**src/design/rkc_pkg.sv**
```systemverilog
// Package for the radio user interface key scan and control block.
// Assumes a single 10 MHz clock and digitised sense levels of 8 bits.
package rkc_pkg;
	localparam int unsigned clk_mhz = 10;
	localparam int unsigned debounce_us = 20;
	localparam int unsigned debounce_cycles = debounce_us * clk_mhz;
	localparam int unsigned row_settle_cycles = 4;
	localparam int unsigned level_w = 8;
	localparam int unsigned num_rows = 3;
	localparam int unsigned num_cols = 7;
	// Threshold windows on the key sense level
	localparam logic [7:0] idle_max = 8'h08;
	localparam logic [7:0] side_one_lo = 8'h10;
	localparam logic [7:0] side_one_hi = 8'h1f;
	localparam logic [7:0] side_two_lo = 8'h20;
	localparam logic [7:0] side_two_hi = 8'h2f;
	localparam logic [7:0] col_base = 8'h30;
	localparam logic [7:0] col_step = 8'h18;
	localparam logic [7:0] alarm_min = 8'he8;
	localparam logic [7:0] accessory_none_min = 8'hf0;
	// Key codes reported to the user side
	localparam logic [4:0] key_none = 5'h00;
	localparam logic [4:0] key_talk = 5'h01;
	localparam logic [4:0] key_side_one = 5'h02;
	localparam logic [4:0] key_side_two = 5'h03;
	localparam logic [4:0] key_alarm = 5'h04;
	localparam logic [4:0] key_matrix_base = 5'h08;
	// Function key actions
	typedef enum logic [2:0] {
		rkc_act_none, rkc_act_menu, rkc_act_down, rkc_act_up, rkc_act_ok
	} rkc_action_e;
endpackage : rkc_pkg

```
**src/design/rkc_disp_if.sv**
```systemverilog
// Interface carrying one display write between top and write engine.
// Assumes both ends run on ref_clk.
`timescale 1ns/1ps
`default_nettype none
interface rkc_disp_if;
	logic req;
	logic reg_sel;
	logic [7:0] data;
	logic busy;
	modport master (output req, output reg_sel, output data, input busy);
	modport slave (input req, input reg_sel, input data, output busy);
endinterface : rkc_disp_if
`default_nettype wire

```
**src/design/rkc_disp_wr.sv**
```systemverilog
// Display driver write engine: a two cycle select strobe per byte.
// Assumes the driver latches data on the rising edge of its select.
`timescale 1ns/1ps
`default_nettype none
module rkc_disp_wr
(
	// Clock and reset
	input wire logic ref_clk,
	input wire logic reset,
	// Request side
	rkc_disp_if.slave req_if,
	// Driver pins
	output logic display_select_n,
	output logic display_reg_select,
	output logic [7:0] display_data
);
	logic [1:0] phase;

	// Only writes exist toward the driver; there is no read path at all
	always_ff @(posedge ref_clk)
	begin
		if (reset)
		begin
			phase <= 2'h0;
			display_select_n <= 1'b1;
			display_reg_select <= 1'b0;
			display_data <= 8'h00;
		end
		else if (phase == 2'h0)
		begin
			if (req_if.req)
			begin
				phase <= 2'h1;
				display_reg_select <= req_if.reg_sel;
				display_data <= req_if.data;
			end
		end
		else
		begin
			phase <= phase + 2'h1;
			display_select_n <= (phase == 2'h3);
		end
	end

	assign req_if.busy = (phase != 2'h0);

	strobe_len_a: assert property (
		@(posedge ref_clk) disable iff (reset)
		$fell(display_select_n) |=> !display_select_n ##1 display_select_n)
		else $error("Display select strobe not two cycles");
endmodule : rkc_disp_wr
`default_nettype wire

```
**src/design/rkc_ui_ctrl.sv**
```systemverilog
// Top of the radio user interface control: key scan, display, serial pins.
// Assumes sense levels arrive already digitised and synchronous to ref_clk.
// Operation
// - Keypad is three rows by seven columns
// - Idle holds every row drive low
// - Key interrupt means some key pressed
// - Release rows singly until row found
// - Column comes from level at interrupt
// - Zero level without interrupt means idle
// - Interrupt with zero level is talk
// - Side keys differ by sense level
// - Full supply level means alarm key
// - Byte writes with select and register line
// - Display driver is written, never read
// - One output switches the backlight
// - Inhibit trickle charge while serial drives
// - High output pulls shared data low
// - Received serial data is inverted
// - Transmit output is inverted outward
// - Accessory interrupt then read accessory level
// - Memory plug found by serial probe
// - Three function keys map to actions
`timescale 1ns/1ps
`default_nettype none
module rkc_ui_ctrl
#(
	parameter int unsigned debounce_cycles = rkc_pkg::debounce_cycles
)
(
	// Clock and reset
	input wire logic ref_clk,
	input wire logic reset,
	// Key sensing
	input wire logic key_press_irq,
	input wire logic [7:0] key_sense_level,
	output logic [1:0] keypad_row_enables_n,
	// Key result
	output logic key_valid,
	output logic [4:0] key_code,
	output logic [2:0] key_action,
	// Accessory sensing
	input wire logic accessory_irq,
	input wire logic [7:0] accessory_sense_level,
	input wire logic memory_plug_ack,
	output logic accessory_valid,
	output logic [7:0] accessory_type_level,
	output logic memory_plug,
	// Display write request
	input wire logic disp_wr_req,
	input wire logic disp_wr_reg_sel,
	input wire logic [7:0] disp_wr_data,
	output logic disp_wr_busy,
	output logic display_select_n,
	output logic display_reg_select,
	output logic [7:0] display_data,
	// Backlight and charger
	input wire logic backlight_req,
	output logic backlight_on,
	output logic charger_inhibit,
	// Serial user side
	input wire logic serial_enable,
	input wire logic uart_tx_data,
	input wire logic iic_mode,
	input wire logic iic_clk_out,
	input wire logic iic_data_out,
	output logic serial_rx_data,
	// Serial pins
	input wire logic serial_in_pin_i,
	output logic serial_in_pin_o,
	output logic serial_in_pin_oe_n,
	output logic serial_out_pin
);
	typedef enum {
		rkc_st_idle, rkc_st_debounce, rkc_st_release, rkc_st_settle,
		rkc_st_report
	} rkc_state_e;

	rkc_state_e state;
	logic [15:0] count;
	logic [7:0] level_at_irq;
	logic [1:0] row_step;
	logic [2:0] column;
	logic [4:0] next_code;
	logic [2:0] next_action;
	logic class_matrix;
	logic disp_busy;

	rkc_disp_if disp_bus ();

	// Classify a sense level into key identity or keypad column
	always_comb
	begin
		next_code = rkc_pkg::key_none;
		class_matrix = 1'b0;
		column = 3'h0;
		if (level_at_irq <= rkc_pkg::idle_max)
			next_code = rkc_pkg::key_talk;
		else if (level_at_irq >= rkc_pkg::alarm_min)
			next_code = rkc_pkg::key_alarm;
		else if (level_at_irq >= rkc_pkg::side_one_lo &&
			level_at_irq <= rkc_pkg::side_one_hi)
			next_code = rkc_pkg::key_side_one;
		else if (level_at_irq >= rkc_pkg::side_two_lo &&
			level_at_irq <= rkc_pkg::side_two_hi)
			next_code = rkc_pkg::key_side_two;
		else if (level_at_irq >= rkc_pkg::col_base)
		begin
			class_matrix = 1'b1;
			for (int i = 1; i < rkc_pkg::num_cols; i++)
				if (level_at_irq >= 8'(rkc_pkg::col_base +
					rkc_pkg::col_step * i))
					column = 3'(i);
		end
	end

	// Function keys sit in the first column of the matrix
	always_comb
	begin
		next_action = 3'(rkc_pkg::rkc_act_none);
		if (class_matrix && column == 3'h0)
			case (row_step)
				2'h0: next_action = 3'(rkc_pkg::rkc_act_menu);
				2'h1: next_action = 3'(rkc_pkg::rkc_act_down);
				2'h2: next_action = 3'(rkc_pkg::rkc_act_up);
				default: next_action = 3'(rkc_pkg::rkc_act_ok);
			endcase
	end

	// Scan sequencer
	always_ff @(posedge ref_clk)
	begin
		if (reset)
		begin
			state <= rkc_st_idle;
			count <= 16'h0000;
			level_at_irq <= 8'h00;
			row_step <= 2'h0;
			keypad_row_enables_n <= 2'b00;
			key_valid <= 1'b0;
			key_code <= rkc_pkg::key_none;
			key_action <= 3'h0;
		end
		else
		begin
			key_valid <= 1'b0;
			case (state)
				rkc_st_idle:
				begin
					keypad_row_enables_n <= 2'b00;
					// Zero level with no interrupt stays here
					if (key_press_irq)
					begin
						level_at_irq <= key_sense_level;
						count <= 16'h0000;
						state <= rkc_st_debounce;
					end
				end
				rkc_st_debounce:
				begin
					// A drifting level restarts the interval
					if (!key_press_irq)
						state <= rkc_st_idle;
					else if (key_sense_level != level_at_irq)
					begin
						level_at_irq <= key_sense_level;
						count <= 16'h0000;
					end
					else if (count >= 16'(debounce_cycles - 1))
					begin
						row_step <= 2'h0;
						state <= class_matrix ? rkc_st_release : rkc_st_report;
					end
					else
						count <= count + 16'h0001;
				end
				rkc_st_release:
				begin
					// Release one row only; rows cannot be sensed in parallel
					keypad_row_enables_n <= 2'(2'b01 << row_step);
					count <= 16'h0000;
					state <= rkc_st_settle;
				end
				rkc_st_settle:
				begin
					if (count >= 16'(rkc_pkg::row_settle_cycles - 1))
					begin
						// Level dropping means the released row holds the key
						if (key_sense_level <= rkc_pkg::idle_max ||
							row_step == 2'h2)
							state <= rkc_st_report;
						else
						begin
							row_step <= row_step + 2'h1;
							state <= rkc_st_release;
						end
					end
					else
						count <= count + 16'h0001;
				end
				rkc_st_report:
				begin
					keypad_row_enables_n <= 2'b00;
					key_valid <= 1'b1;
					key_action <= next_action;
					key_code <= class_matrix ? 5'(rkc_pkg::key_matrix_base +
						5'(column) * 5'd3 + 5'(row_step)) : next_code;
					state <= rkc_st_idle;
				end
				default: state <= rkc_st_idle;
			endcase
		end
	end

	// Accessory detection
	always_ff @(posedge ref_clk)
	begin
		if (reset)
		begin
			accessory_valid <= 1'b0;
			accessory_type_level <= 8'h00;
			memory_plug <= 1'b0;
		end
		else
		begin
			accessory_valid <= 1'b0;
			if (accessory_irq)
			begin
				accessory_valid <= 1'b1;
				accessory_type_level <= accessory_sense_level;
			end
			// No type resistor: presence only shows as a serial answer
			if (iic_mode && memory_plug_ack)
				memory_plug <= 1'b1;
			else if (accessory_irq)
				memory_plug <= 1'b0;
		end
	end

	// Serial pins, backlight and charger
	always_ff @(posedge ref_clk)
	begin
		if (reset)
		begin
			serial_rx_data <= 1'b1;
			serial_in_pin_o <= 1'b0;
			serial_in_pin_oe_n <= 1'b1;
			serial_out_pin <= 1'b0;
			charger_inhibit <= 1'b0;
			backlight_on <= 1'b0;
		end
		else
		begin
			backlight_on <= backlight_req;
			charger_inhibit <= serial_enable;
			serial_rx_data <= ~serial_in_pin_i;
			serial_in_pin_o <= iic_mode & serial_enable & ~iic_data_out;
			serial_in_pin_oe_n <= ~(iic_mode & serial_enable);
			serial_out_pin <= ~(iic_mode ? iic_clk_out : uart_tx_data);
		end
	end

	assign disp_bus.req = disp_wr_req;
	assign disp_bus.reg_sel = disp_wr_reg_sel;
	assign disp_bus.data = disp_wr_data;
	assign disp_busy = disp_bus.busy;

	always_ff @(posedge ref_clk)
	begin
		if (reset)
			disp_wr_busy <= 1'b0;
		else
			disp_wr_busy <= disp_busy | disp_wr_req;
	end

	rkc_disp_wr i_rkc_disp_wr
	(
		.ref_clk(ref_clk),
		.reset(reset),
		.req_if(disp_bus),
		.display_select_n(display_select_n),
		.display_reg_select(display_reg_select),
		.display_data(display_data)
	);

	idle_rows_a: assert property (
		@(posedge ref_clk) disable iff (reset)
		(state == rkc_st_idle) |-> keypad_row_enables_n == 2'b00)
		else $error("Rows not active while idle");
	idle_hold_a: assert property (
		@(posedge ref_clk) disable iff (reset)
		(state == rkc_st_idle && !key_press_irq) |=>
		state == rkc_st_idle && !key_valid)
		else $error("Key reported without interrupt");
	irq_start_a: assert property (
		@(posedge ref_clk) disable iff (reset)
		(state == rkc_st_idle && key_press_irq) |=>
		state == rkc_st_debounce && level_at_irq == $past(key_sense_level))
		else $error("Interrupt not captured");
	key_pulse_a: assert property (
		@(posedge ref_clk) disable iff (reset)
		key_valid |=> !key_valid)
		else $error("Key result pulse too long");
	// Row two has no release pin, so its step leaves both drives active
	one_row_a: assert property (
		@(posedge ref_clk) disable iff (reset)
		(state == rkc_st_settle) |->
		$countones(keypad_row_enables_n) == ((row_step == 2'h2) ? 0 : 1))
		else $error("Wrong rows released");
	talk_key_a: assert property (
		@(posedge ref_clk) disable iff (reset)
		(state == rkc_st_report && level_at_irq <= rkc_pkg::idle_max) |=>
		key_valid && key_code == rkc_pkg::key_talk)
		else $error("Talk key misdecoded");
	side_key_a: assert property (
		@(posedge ref_clk) disable iff (reset)
		(state == rkc_st_report && level_at_irq >= rkc_pkg::side_one_lo &&
		level_at_irq <= rkc_pkg::side_one_hi) |=>
		key_code == rkc_pkg::key_side_one)
		else $error("Side key misdecoded");
	alarm_key_a: assert property (
		@(posedge ref_clk) disable iff (reset)
		(state == rkc_st_report && level_at_irq >= rkc_pkg::alarm_min) |=>
		key_code == rkc_pkg::key_alarm)
		else $error("Alarm key misdecoded");
	rx_invert_a: assert property (
		@(posedge ref_clk) disable iff (reset)
		##1 serial_rx_data == !$past(serial_in_pin_i))
		else $error("Receive data not inverted");
	tx_invert_a: assert property (
		@(posedge ref_clk) disable iff (reset)
		(!iic_mode && uart_tx_data) |=> !serial_out_pin)
		else $error("Transmit data not inverted");
	charge_off_a: assert property (
		@(posedge ref_clk) disable iff (reset)
		serial_enable |=> charger_inhibit)
		else $error("Charger not inhibited");
	iic_pull_a: assert property (
		@(posedge ref_clk) disable iff (reset)
		(iic_mode && serial_enable && !iic_data_out) |=>
		!serial_in_pin_oe_n && serial_in_pin_o)
		else $error("Shared data line not pulled");
	backlight_follow_a: assert property (
		@(posedge ref_clk) disable iff (reset)
		##1 backlight_on == $past(backlight_req))
		else $error("Backlight does not follow request");
	accessory_type_a: assert property (
		@(posedge ref_clk) disable iff (reset)
		accessory_irq |=> accessory_valid &&
		accessory_type_level == $past(accessory_sense_level))
		else $error("Accessory level not captured");
	plug_set_a: assert property (
		@(posedge ref_clk) disable iff (reset)
		(iic_mode && memory_plug_ack) |=> memory_plug)
		else $error("Memory plug not flagged");
	disp_busy_a: assert property (
		@(posedge ref_clk) disable iff (reset)
		disp_wr_req |=> disp_wr_busy)
		else $error("Display write not shown busy");
endmodule : rkc_ui_ctrl
`default_nettype wire

```
**config.mk**
```make
export PLATFORM = sky130hd
export DESIGN_NAME = rkc_ui_ctrl
export DESIGN_NICKNAME = d
export VERILOG_FILES = /design/src/design/rkc_pkg.sv /design/src/design/rkc_disp_if.sv /design/src/design/rkc_disp_wr.sv /design/src/design/rkc_ui_ctrl.sv
export SDC_FILE = /design/constraint.sdc
export NUM_CORES = 1
export LEC_CHECK = 0
export ABC_AREA = 1
export BUFFER_PORTS_ARGS = -buffer_cell sky130_fd_sc_hd__buf_2
export CORE_MARGIN = 1
export CORE_UTILIZATION = 49
export CTS_CLUSTER_DIAMETER = 60
export DETAILED_ROUTE_END_ITERATION = 12
export PLACE_DENSITY = 0.79
export SYNTH_ARGS = -nofsm -noshare
export SYNTH_HDL_FRONTEND = slang
export SYNTH_SLANG_ARGS = --single-unit
```
**constraint.sdc**
```tcl
create_clock -name ref_clk -period 2.35 [get_ports ref_clk]
set_input_delay 0 -clock ref_clk [delete_from_list [all_inputs] [get_ports ref_clk]]
set_output_delay 0 -clock ref_clk [all_outputs]
set_load 0.005 [all_outputs]
```
==> metrics.cfg, run 1 <==
[power_and_ir_drop]
comb_power_share_pct=22.0
vdd_drop_max_v=0.000646
power.internal_mw=2.24
p_leak_nw=2.43
seqPwrFrac_pct=41.1
power_switching_share_pct=29.3
clock_power_share_pct=36.9
p_sw_mw=0.926
power_density_nw_per_um2=664

[critical_path]
slowest_stage=fa_2
r2r_cells=14
crit_arrival_ns=2.73
critPathKind=flip-flop to flip-flop
worstPathRequired_ns=2.58
end_kind=flip-flop
start_kind=flip-flop
critPathMaxStageDelay_ns=0.52
rrSetupSlack_ns=-0.15
cpMostUsedCell=inv_2
crit_fanout=6
cp_cell_sequence=buf_4 > nor2_4 > nand2_1 > nand2_2 > inv_2 > nand2_2 > inv_2 > fa_1 > ha_2 > inv_2 > fa_2 > o21ai_2 > nand2_1 > a21oi_2

[final_layout]
postLayoutCoreUtil_pct=68.6
diodes=0
stdcell_area_sq_um=4770
nNetsFinal=691
layout_common_cells=122 x nand2_1, 84 x nor2_1, 75 x buf_2, 65 x dfxtp_1, 49 x inv_1
final_layout_size_suffix_gt1_share_pct=25.9
fill_cells=518
fin_cells=738
area_growth_pct=32.9
layout_commonest_cell=nand2_1

[grt]
grt.total_usage_pct=26.9
grt_pass1_vias=3609
grt_pass1_wl_um=16000
gr-total-overflow=0
antenna_found_initial=0
grt_max_degree=33

[synth]
synthArstFlopShare_pct=0
synth_area_sq_um=3590
postSynthAreaPerCell_sq_um=6.98
synth_cell_types=38
synth_ff_type=dfxtp_1
synth_edf_count=0
synthCells=514
synth.yosys.seq_area_share_pct=38.5
syn_nets=567
yosys_register_bits=69
ys.warnings.count=0

[drt]
drtIter0Drc=230
num_vias=3724
antenna_left=0
drt_pass1_iterations=4
wl_per_cell_um=13.3
route.detailed.drc=0
avgViaCountPerCell=5.05
drt_wl_total_um=9780

[clock_tree]
cts_buffer_depth=2
clock_tree.root_cell=clkbuf_8
cts.sinks=69
h-tree-depth=3
cts_tree=yes
cts_buffers=9
clk_latency_ns=0.35
cts.clk_slew.worst_paths_ns=0.08

[worst_hold_path]
hold_path_class=input pin to flip-flop
min_path_cells=3

[placement]
placed_area_sq_um=4190
dp_slack_ns=-0.251
dpl.cell_count=695
gp_congestion=0.868
post-dp-hpwl_um=6250
port_buffers=75

[die]
dieWidth_um=87.5
die_area_sq_um=7660
initial_core_util_pct=51.6
coreArea_sq_um=6940
die_h_um=87.5
row_count=30
ios=76

[sta]
finalSetupViolations=2
fin_crit_sh_pct=107
finalClockSkew_ns=0.00823
timing.hold.ws_ns=0.0199
final_hold_viol_count=0
timing.final.ws_setup_ns=-0.155
slew_headroom_pct=70.5
fmax_ghz=0.399
rsz0062_at_grt=true
period_needed_ns=2.50
drv_slew=0
worst_pin_slew_ns=0.439

[outcome]
status=finished with violations
violations=negative setup slack

[run]
drv_cap=0

==> through the flow <==
step / total power, mW / TNS [ns]
after floorplan: 1.71 / -0.0699
after global placement: 1.90 / -0.204
after detailed placement: 1.93 / -0.443
after CTS: 3.13 / -0.235
after global routing: 3.32 / -0.604
final: 3.16 / -0.222
==> power groups by stage <==
| stage | registers [mW] | clock network, mW | logic [mW] |
|---|---|---|---|
| 2_1_floorplan | 1.32 | 0 | 0.398 |
| 3_3_place_gp | 1.31 | 0 | 0.587 |
| 3_5_place_dp | 1.32 | 0 | 0.612 |
| 4_1_cts | 1.29 | 1.18 | 0.659 |
| 5_1_grt | 1.31 | 1.24 | 0.774 |
| 6_report | 1.30 | 1.17 | 0.697 |
==> cell type report <==
class | count | area, sq um | share of cell area (%)
tap | 96 | 120 | 2.52
multi-input combinational | 370 | 1960 | 41.0
clock buffer | 9 | 124 | 2.60
inverter | 61 | 229 | 4.80
clock inverter | 6 | 111 | 2.34
timing repair buffer | 127 | 833 | 17.5
sequential | 69 | 1390 | 29.2
==> final timing paths <==
kind                   start                 endpoint
max          level_at_irq[6]              key_code[2]
min            accessory_irq  accessory_type_level[3]
min reg2reg        count[11]                count[11]
max reg2reg  level_at_irq[6]              key_code[2]
==> Yosys cell counts (3+ instances only) <==
master / n / share of area (%)
nand2_1: 127 / 13
nor2_1: 87 / 9.1
dfxtp_1: 69 / 39
inv_1: 52 / 5.4
nand3_1: 40 / 5.6
a21oi_1: 31 / 4.3
o21ai_0: 25 / 3.5
ha_1: 13 / 4.5
inv_2: 7 / 0.73
nand2_2: 6 / 1.0
clkbuf_1: 5 / 0.52
xor2_1: 5 / 1.2
nand4_1: 4 / 0.70
nor2_4: 4 / 1.3
nor3_1: 4 / 0.56
buf_6: 3 / 0.94
==> logic make-up after synthesis <==
group / count (synthesis) / share of synthesized area, %
xor+xnor: 5 / 1.22
simple gates: 281 / 34.5
buf+inv: 75 / 9.11
flops: 69 / 38.5
fa+ha+maj: 15 / 5.65
compound gates: 69 / 11.0
==> routing by layer <==
layer / track usage (%) / wire length (um) / vias to the layer above
li1: - / - / 1875
met1: 31.7 / 4170 / 1714
met2: 44.7 / 4850 / 94
met3: 6.13 / 340 / 41
met4: 16.2 / 426 / 0
met5: 0 / 0 / -
==> sequential cells by signal, indices dropped and copies added (netlist names), 2 cells and up <==
register / cells
key_code: 5
state: 3
keypad_row_enables_n: 2
level_at_irq: 8
row_step: 2
i_rkc_disp_wr.phase: 2
count: 16
accessory_type_level: 8
i_rkc_disp_wr.display_data: 8
key_action: 3
==> worst max-delay path: cells and delay by family, from the launching register on <==
| family | cells | cell delay (ns) |
|---|---|---|
| fa+ha+maj | 3 | 1.19 |
| flops | 1 | 0.37 |
| simple gates | 5 | 0.44 |
| buf+inv | 4 | 0.28 |
| compound gates | 2 | 0.11 |
==> repair_timing <==
item | CTS | global route
pin swaps | 1 | 7
resized for setup | 6 | 14
cloned | 0 | 0
hold endpoints to repair | 25 | 0
endpoints found under the setup margin | 3 | 3
hold buffers | 27 | 0
buffers inserted | 1 | 0
Note: power is estimated with default switching activity, not from simulation.
==> run 2: changes to the inputs <==
--- a/config.mk
+++ b/config.mk
@@ -8,10 +8,11 @@
 export ABC_AREA = 1
 export BUFFER_PORTS_ARGS = -buffer_cell sky130_fd_sc_hd__buf_2
 export CORE_MARGIN = 1
-export CORE_UTILIZATION = 49
+export CORE_UTILIZATION = 51
+export CTS_BUF_LIST = sky130_fd_sc_hd__clkbuf_8
 export CTS_CLUSTER_DIAMETER = 60
 export DETAILED_ROUTE_END_ITERATION = 12
-export PLACE_DENSITY = 0.79
+export PLACE_DENSITY = 0.81
 export SYNTH_ARGS = -nofsm -noshare
 export SYNTH_HDL_FRONTEND = slang
 export SYNTH_SLANG_ARGS = --single-unit
==> run 2 against run 1 <==
The run still ends with negative setup slack left. Sequential power barely moved. Total power fell by 4.8%. Global-route usage rose by 2.3 points. Via count rose by 5.0%. Sequential cell count did not move. First-iteration DRC count fell by 12%. Critical path depth fell by 2. Largest cell class unchanged.
==> metrics.cfg, run 2 (same netlist as run 1, synthesis figures left out) <==
[grt]
antenna_found_initial=0
grt_pass1_vias=3787
grt.total_usage_pct=29.2
gr-total-overflow=0
grt_pass1_wl_um=16900
grt_max_degree=33

[drt]
route.detailed.drc=0
antenna_left=0
wl_per_cell_um=14.2
drtIter0Drc=203
num_vias=3910
drt_wl_total_um=10600
avgViaCountPerCell=5.25
drt_pass1_iterations=5

[critical_path]
end_kind=flip-flop
worstPathRequired_ns=2.56
path_buf_inv=2
crit_arrival_ns=2.74
critPathMaxStageDelay_ns=0.51
cp_cell_sequence=nor2_4 > o21ai_2 > inv_1 > a21boi_2 > nor2_2 > fa_1 > ha_2 > inv_2 > fa_2 > o21ai_1 > nand2_1 > a21oi_1
crit_fanout=4
start_kind=flip-flop
slowest_stage=fa_2
critPathTopFamily=adder cells
critPathKind=flip-flop to flip-flop

[sta]
worst_pin_slew_ns=0.539
finalSetupViolations=2
period_needed_ns=2.53
finalClockSkew_ns=0.0121
timing.final.ws_setup_ns=-0.178
slew_headroom_pct=63.8
rsz0062_at_grt=true
fin_crit_sh_pct=108
final_hold_viol_count=0
fmax_ghz=0.396
drv_slew=0

[final_layout]
final_layout_size_suffix_gt1_share_pct=27.4
largest_register_ffs=16
top_register=count
diodes=0
area_growth_pct=35.3
layout_commonest_cell=nand2_1
nNetsFinal=698
fin_cells=745
layout_common_cells=120 x nand2_1, 84 x nor2_1, 75 x buf_2, 65 x dfxtp_1, 46 x inv_1

[die]
ios=76
die_h_um=85.9
initial_core_util_pct=52.8
row_count=30
coreArea_sq_um=6790
dieWidth_um=85.9
die_area_sq_um=7370

[placement]
port_buffers=75
dpl.cell_count=696
post-dp-hpwl_um=6240
dp_slack_ns=-0.252
gp_congestion=0.912

[power_and_ir_drop]
p_sw_mw=0.964
vdd_drop_max_v=0.000467
power_density_nw_per_um2=620
comb_power_share_pct=24.8
p_leak_nw=2.45
power_mw=3.01
power.internal_mw=2.05
seqPwrFrac_pct=43.4
clock_power_share_pct=31.7
power_switching_share_pct=32.0

[outcome]
status=finished with violations
violations=negative setup slack

[clock_tree]
cts.clk_slew.worst_paths_ns=0.08
cts_buffer_depth=2
h-tree-depth=3
clk_latency_ns=0.35
cts_buffers=9
cts.sinks=69
clock_tree.root_cell=clkbuf_8
cts_tree=yes

[run]
drv_cap=0

[worst_hold_path]
hold_path_class=input pin to flip-flop

run 2: per-layer routing:
layer  part of all wire, %  routed length, um  vias to the layer above  track usage [%]
li1                      -                  -                     1882                -
met1                    39               4110                     1810             32.7
met2                    50               5330                      168             51.2
met3                   6.3                668                       50             6.45
met4                   4.6                485                        0             16.7
met5                     0                  0                        -                0
run 2: final timing paths:
| check | slack, ns | cells after the start | start | to |
|---|---|---|---|---|
| setup / recovery | -0.18 | 12 | level_at_irq[4] | key_code[2] |
| hold / removal | 0.004 | 5 | key_sense_level[2] | level_at_irq[2] |
| setup reg to reg | -0.18 | 12 | level_at_irq[4] | key_code[2] |
| hold reg to reg | 0.44 | 2 | count[13] | count[13] |
run 2: cell type report:
class / instances / area [sq um]
Timing Repair Buffer: 134 / 915
Inverter: 61 / 236
Clock inverter: 6 / 63.8
Clock buffer: 9 / 124
Sequential cell: 69 / 1400
Multi-Input combinational cell: 370 / 2000
Tap cell: 96 / 120
Fill cell: 474 / 1940
run 2: worst reg2reg max path: stages, from the launching register on:
cell      delay, ns
dfxtp_4        0.41
nor2_4         0.06
o21ai_2        0.22
inv_1          0.10
a21boi_2       0.14
nor2_2         0.06
fa_1           0.48
ha_2           0.19
inv_2          0.04
fa_2           0.51
o21ai_1        0.06
nand2_1        0.07
a21oi_1        0.07
run 2: per-stage QoR:
stage                     setup TNS [ns]  hold WS, ns  utilization [%]  instance area, sq um
after floorplan                  -0.0699       0.0697                -                  3610
after global placement            -0.197        0.160             61.7                  4200
after detailed placement          -0.535        0.158             61.7                  4200
after CTS                         -0.151      0.00311             70.8                  4810
after global routing              -0.520       0.0163             71.4                  4850
final                             -0.262      0.00370             71.4                  4850
run 2: power by group through the flow:
stage | sequential [mW] | combinational (mW) | clock [mW]
5_1_grt | 1.32 | 0.819 | 1.01
4_1_cts | 1.30 | 0.691 | 0.951
3_5_place_dp | 1.32 | 0.605 | 0
6_report | 1.31 | 0.748 | 0.955
2_1_floorplan | 1.32 | 0.398 | 0
3_3_place_gp | 1.32 | 0.591 | 0
run 2: what timing repair did:
item / CTS / global route
hold endpoints to repair: 28 / 0
setup buffers: 4 / 1
pin swaps: 7 / 3
hold buffers: 29 / 0
gates resized for setup: 30 / 7
setup endpoints to repair: 3 / 3
==> run 3: changes to the inputs <==
--- a/config.mk
+++ b/config.mk
@@ -8,11 +8,11 @@
 export ABC_AREA = 1
 export BUFFER_PORTS_ARGS = -buffer_cell sky130_fd_sc_hd__buf_2
 export CORE_MARGIN = 1
-export CORE_UTILIZATION = 51
+export CORE_UTILIZATION = 30
 export CTS_BUF_LIST = sky130_fd_sc_hd__clkbuf_8
 export CTS_CLUSTER_DIAMETER = 60
 export DETAILED_ROUTE_END_ITERATION = 12
-export PLACE_DENSITY = 0.81
+export PLACE_DENSITY = 0.6
 export SYNTH_ARGS = -nofsm -noshare
 export SYNTH_HDL_FRONTEND = slang
 export SYNTH_SLANG_ARGS = --single-unit
==> run 3 against run 2 <==
Global-route usage down 13 points. Sequential share of layout area down 0.49 points. The flow still finishes with violations (negative setup slack). Clock skew down 0.0038 ns. Largest cell class unchanged.
==> metrics.cfg, run 3 (same netlist as run 1, synthesis figures left out) <==
[critical_path]
end_kind=flip-flop
critPathMaxStageDelay_ns=0.44
critPathTopFamily=adder cells
path_buf_inv=2
slowest_stage=fa_1
crit_arrival_ns=2.76
rrSetupSlack_ns=-0.13
r2r_start=level_at_irq[6]
cp_cell_sequence=inv_4 > o311ai_4 > a21boi_2 > nor2_2 > fa_1 > ha_2 > inv_2 > fa_2 > o21ai_2 > nand2_1 > a21oi_2
critPathKind=flip-flop to flip-flop
r2r_cells=11
start_kind=flip-flop
reg2reg_to=key_code[2]
worstPathRequired_ns=2.63
crit_fanout=7

[sta]
rsz0062_at_grt=true
tns_ns=-0.275
finalClockSkew_ns=0.00827
fmax_ghz=0.403
worst_pin_slew_ns=0.469
timing.hold.ws_ns=0.0232
slew_headroom_pct=68.7
drv_slew=0
finalSetupViolations=3
final_hold_viol_count=0
fin_crit_sh_pct=106
timing.final.ws_setup_ns=-0.133
period_needed_ns=2.48

[final_layout]
top_register=count
layout_common_cells=120 x nand2_1, 84 x nor2_1, 75 x buf_2, 64 x dfxtp_1, 49 x inv_1
fill_cells=1186
largest_register_ffs=16
stdcell_area_sq_um=4930
nNetsFinal=706
area_growth_pct=37.5
diodes=0
layout_commonest_cell=nand2_1
multi_input_area_sq_um=1980
final_layout_size_suffix_gt1_share_pct=28.0
register_area_sq_um=1400
postLayoutCoreUtil_pct=42.8

[die]
ios=76
initial_core_util_pct=31.1
coreArea_sq_um=11500
die_h_um=111
dieWidth_um=111
row_count=39
die_area_sq_um=12400

[power_and_ir_drop]
vdd_drop_max_v=0.000411
power_switching_share_pct=32.7
p_sw_mw=0.951
p_leak_nw=2.48
clock_power_share_pct=30.2
seqPwrFrac_pct=44.7
power_density_nw_per_um2=590
power_mw=2.91
power.internal_mw=1.96
comb_power_share_pct=25.2

[drt]
avgViaCountPerCell=4.63
antenna_left=0
wl_per_cell_um=12.1
num_vias=3707
drt_pass1_iterations=4
drtIter0Drc=149
route.detailed.drc=0
drt_wl_total_um=9690

[clock_tree]
cts_buffers=9
cts_buffer_depth=2
cts_tree=yes
h-tree-depth=3
clk_latency_ns=0.35
cts.sinks=69
clock_tree.root_cell=clkbuf_8
cts.clk_slew.worst_paths_ns=0.08

[grt]
antenna_found_initial=0
grt.total_usage_pct=16.2
grt_max_degree=33
grt_pass1_vias=3653
gr-total-overflow=0
grt_pass1_wl_um=16500

[outcome]
status=finished with violations
violations=negative setup slack

[run]
drv_cap=0

[worst_hold_path]
min_to=level_at_irq[1]
min_path_cells=5
hp-start=key_sense_level[1]
hold_path_class=input pin to flip-flop

[placement]
port_buffers=75
placed_area_sq_um=4280
post-dp-hpwl_um=6690
gp_congestion=0.890

## run 3: cell count changes in the layout (fill, tap and decap cells not counted), sizes merged
cell | previous run | this run
bufinv | 1 | 0
buf | 105 | 111
clkinv | 4 | 6
dlygate4sd3 | 29 | 31
## run 3: worst max-delay path by stage
stage | from | cells after the start | endpoint
after global placement | level_at_irq[5] | 11 | key_code[2]
after CTS | level_at_irq[7] | 11 | key_code[2]
after floorplan | level_at_irq[5] | 12 | key_code[2]
final | level_at_irq[6] | 11 | key_code[2]
after global routing | level_at_irq[6] | 14 | key_code[3]
after detailed placement | level_at_irq[5] | 11 | key_code[2]
## run 3: final cells by class
class / count / share of cell area [%]
multi-input cells: 370 / 40.2
flip-flops and latches: 69 / 28.3
repair buffers: 142 / 19.7
inverters: 61 / 4.69
well taps: 143 / 3.63
clock buffers: 9 / 2.51
clock inverters: 7 / 1.04
## run 3: power by group through the flow
| stage | registers (mW) | clock network [mW] | logic (mW) |
|---|---|---|---|
| floorplan | 1.32 | 0 | 0.398 |
| global placement | 1.32 | 0 | 0.609 |
| detailed placement | 1.32 | 0 | 0.624 |
| CTS | 1.30 | 0.910 | 0.707 |
| global route | 1.31 | 0.965 | 0.819 |
| finish | 1.30 | 0.877 | 0.733 |
## run 3: repair_timing
| action | CTS | global route |
|---|---|---|
| hold buffers | 31 | 0 |
| hold endpoints to repair | 26 | 0 |
| pin swaps | 10 | 11 |
| resized for setup | 21 | 11 |
| endpoints found under the setup margin | 3 | 3 |
| buffers inserted | 6 | 2 |
## run 3: per-layer routing
layer	routed length [um]	part of all wire [%]	GRT usage (%)	up-vias
met4	165	1.7	6.22	0
met3	335	3.5	3.38	19
met2	4760	49	28.4	82
li1	-	-	-	1910
met5	0	0	0	-
met1	4440	46	19.3	1696
## run 3: per-stage QoR
step,cells,setup WS [ns]
2_1_floorplan,514,-0.0699
3_3_place_gp,746,-0.176
3_5_place_dp,746,-0.234
4_1_cts,799,-0.116
5_1_grt,801,-0.229
6_report,801,-0.133
## run 3: tightest hold or removal path: stages
cell and delay [ns]:
buf_2 0.09, inv_1 0.05, nand3_1 0.07, nand2_1 0.05, nor2_1 0.08
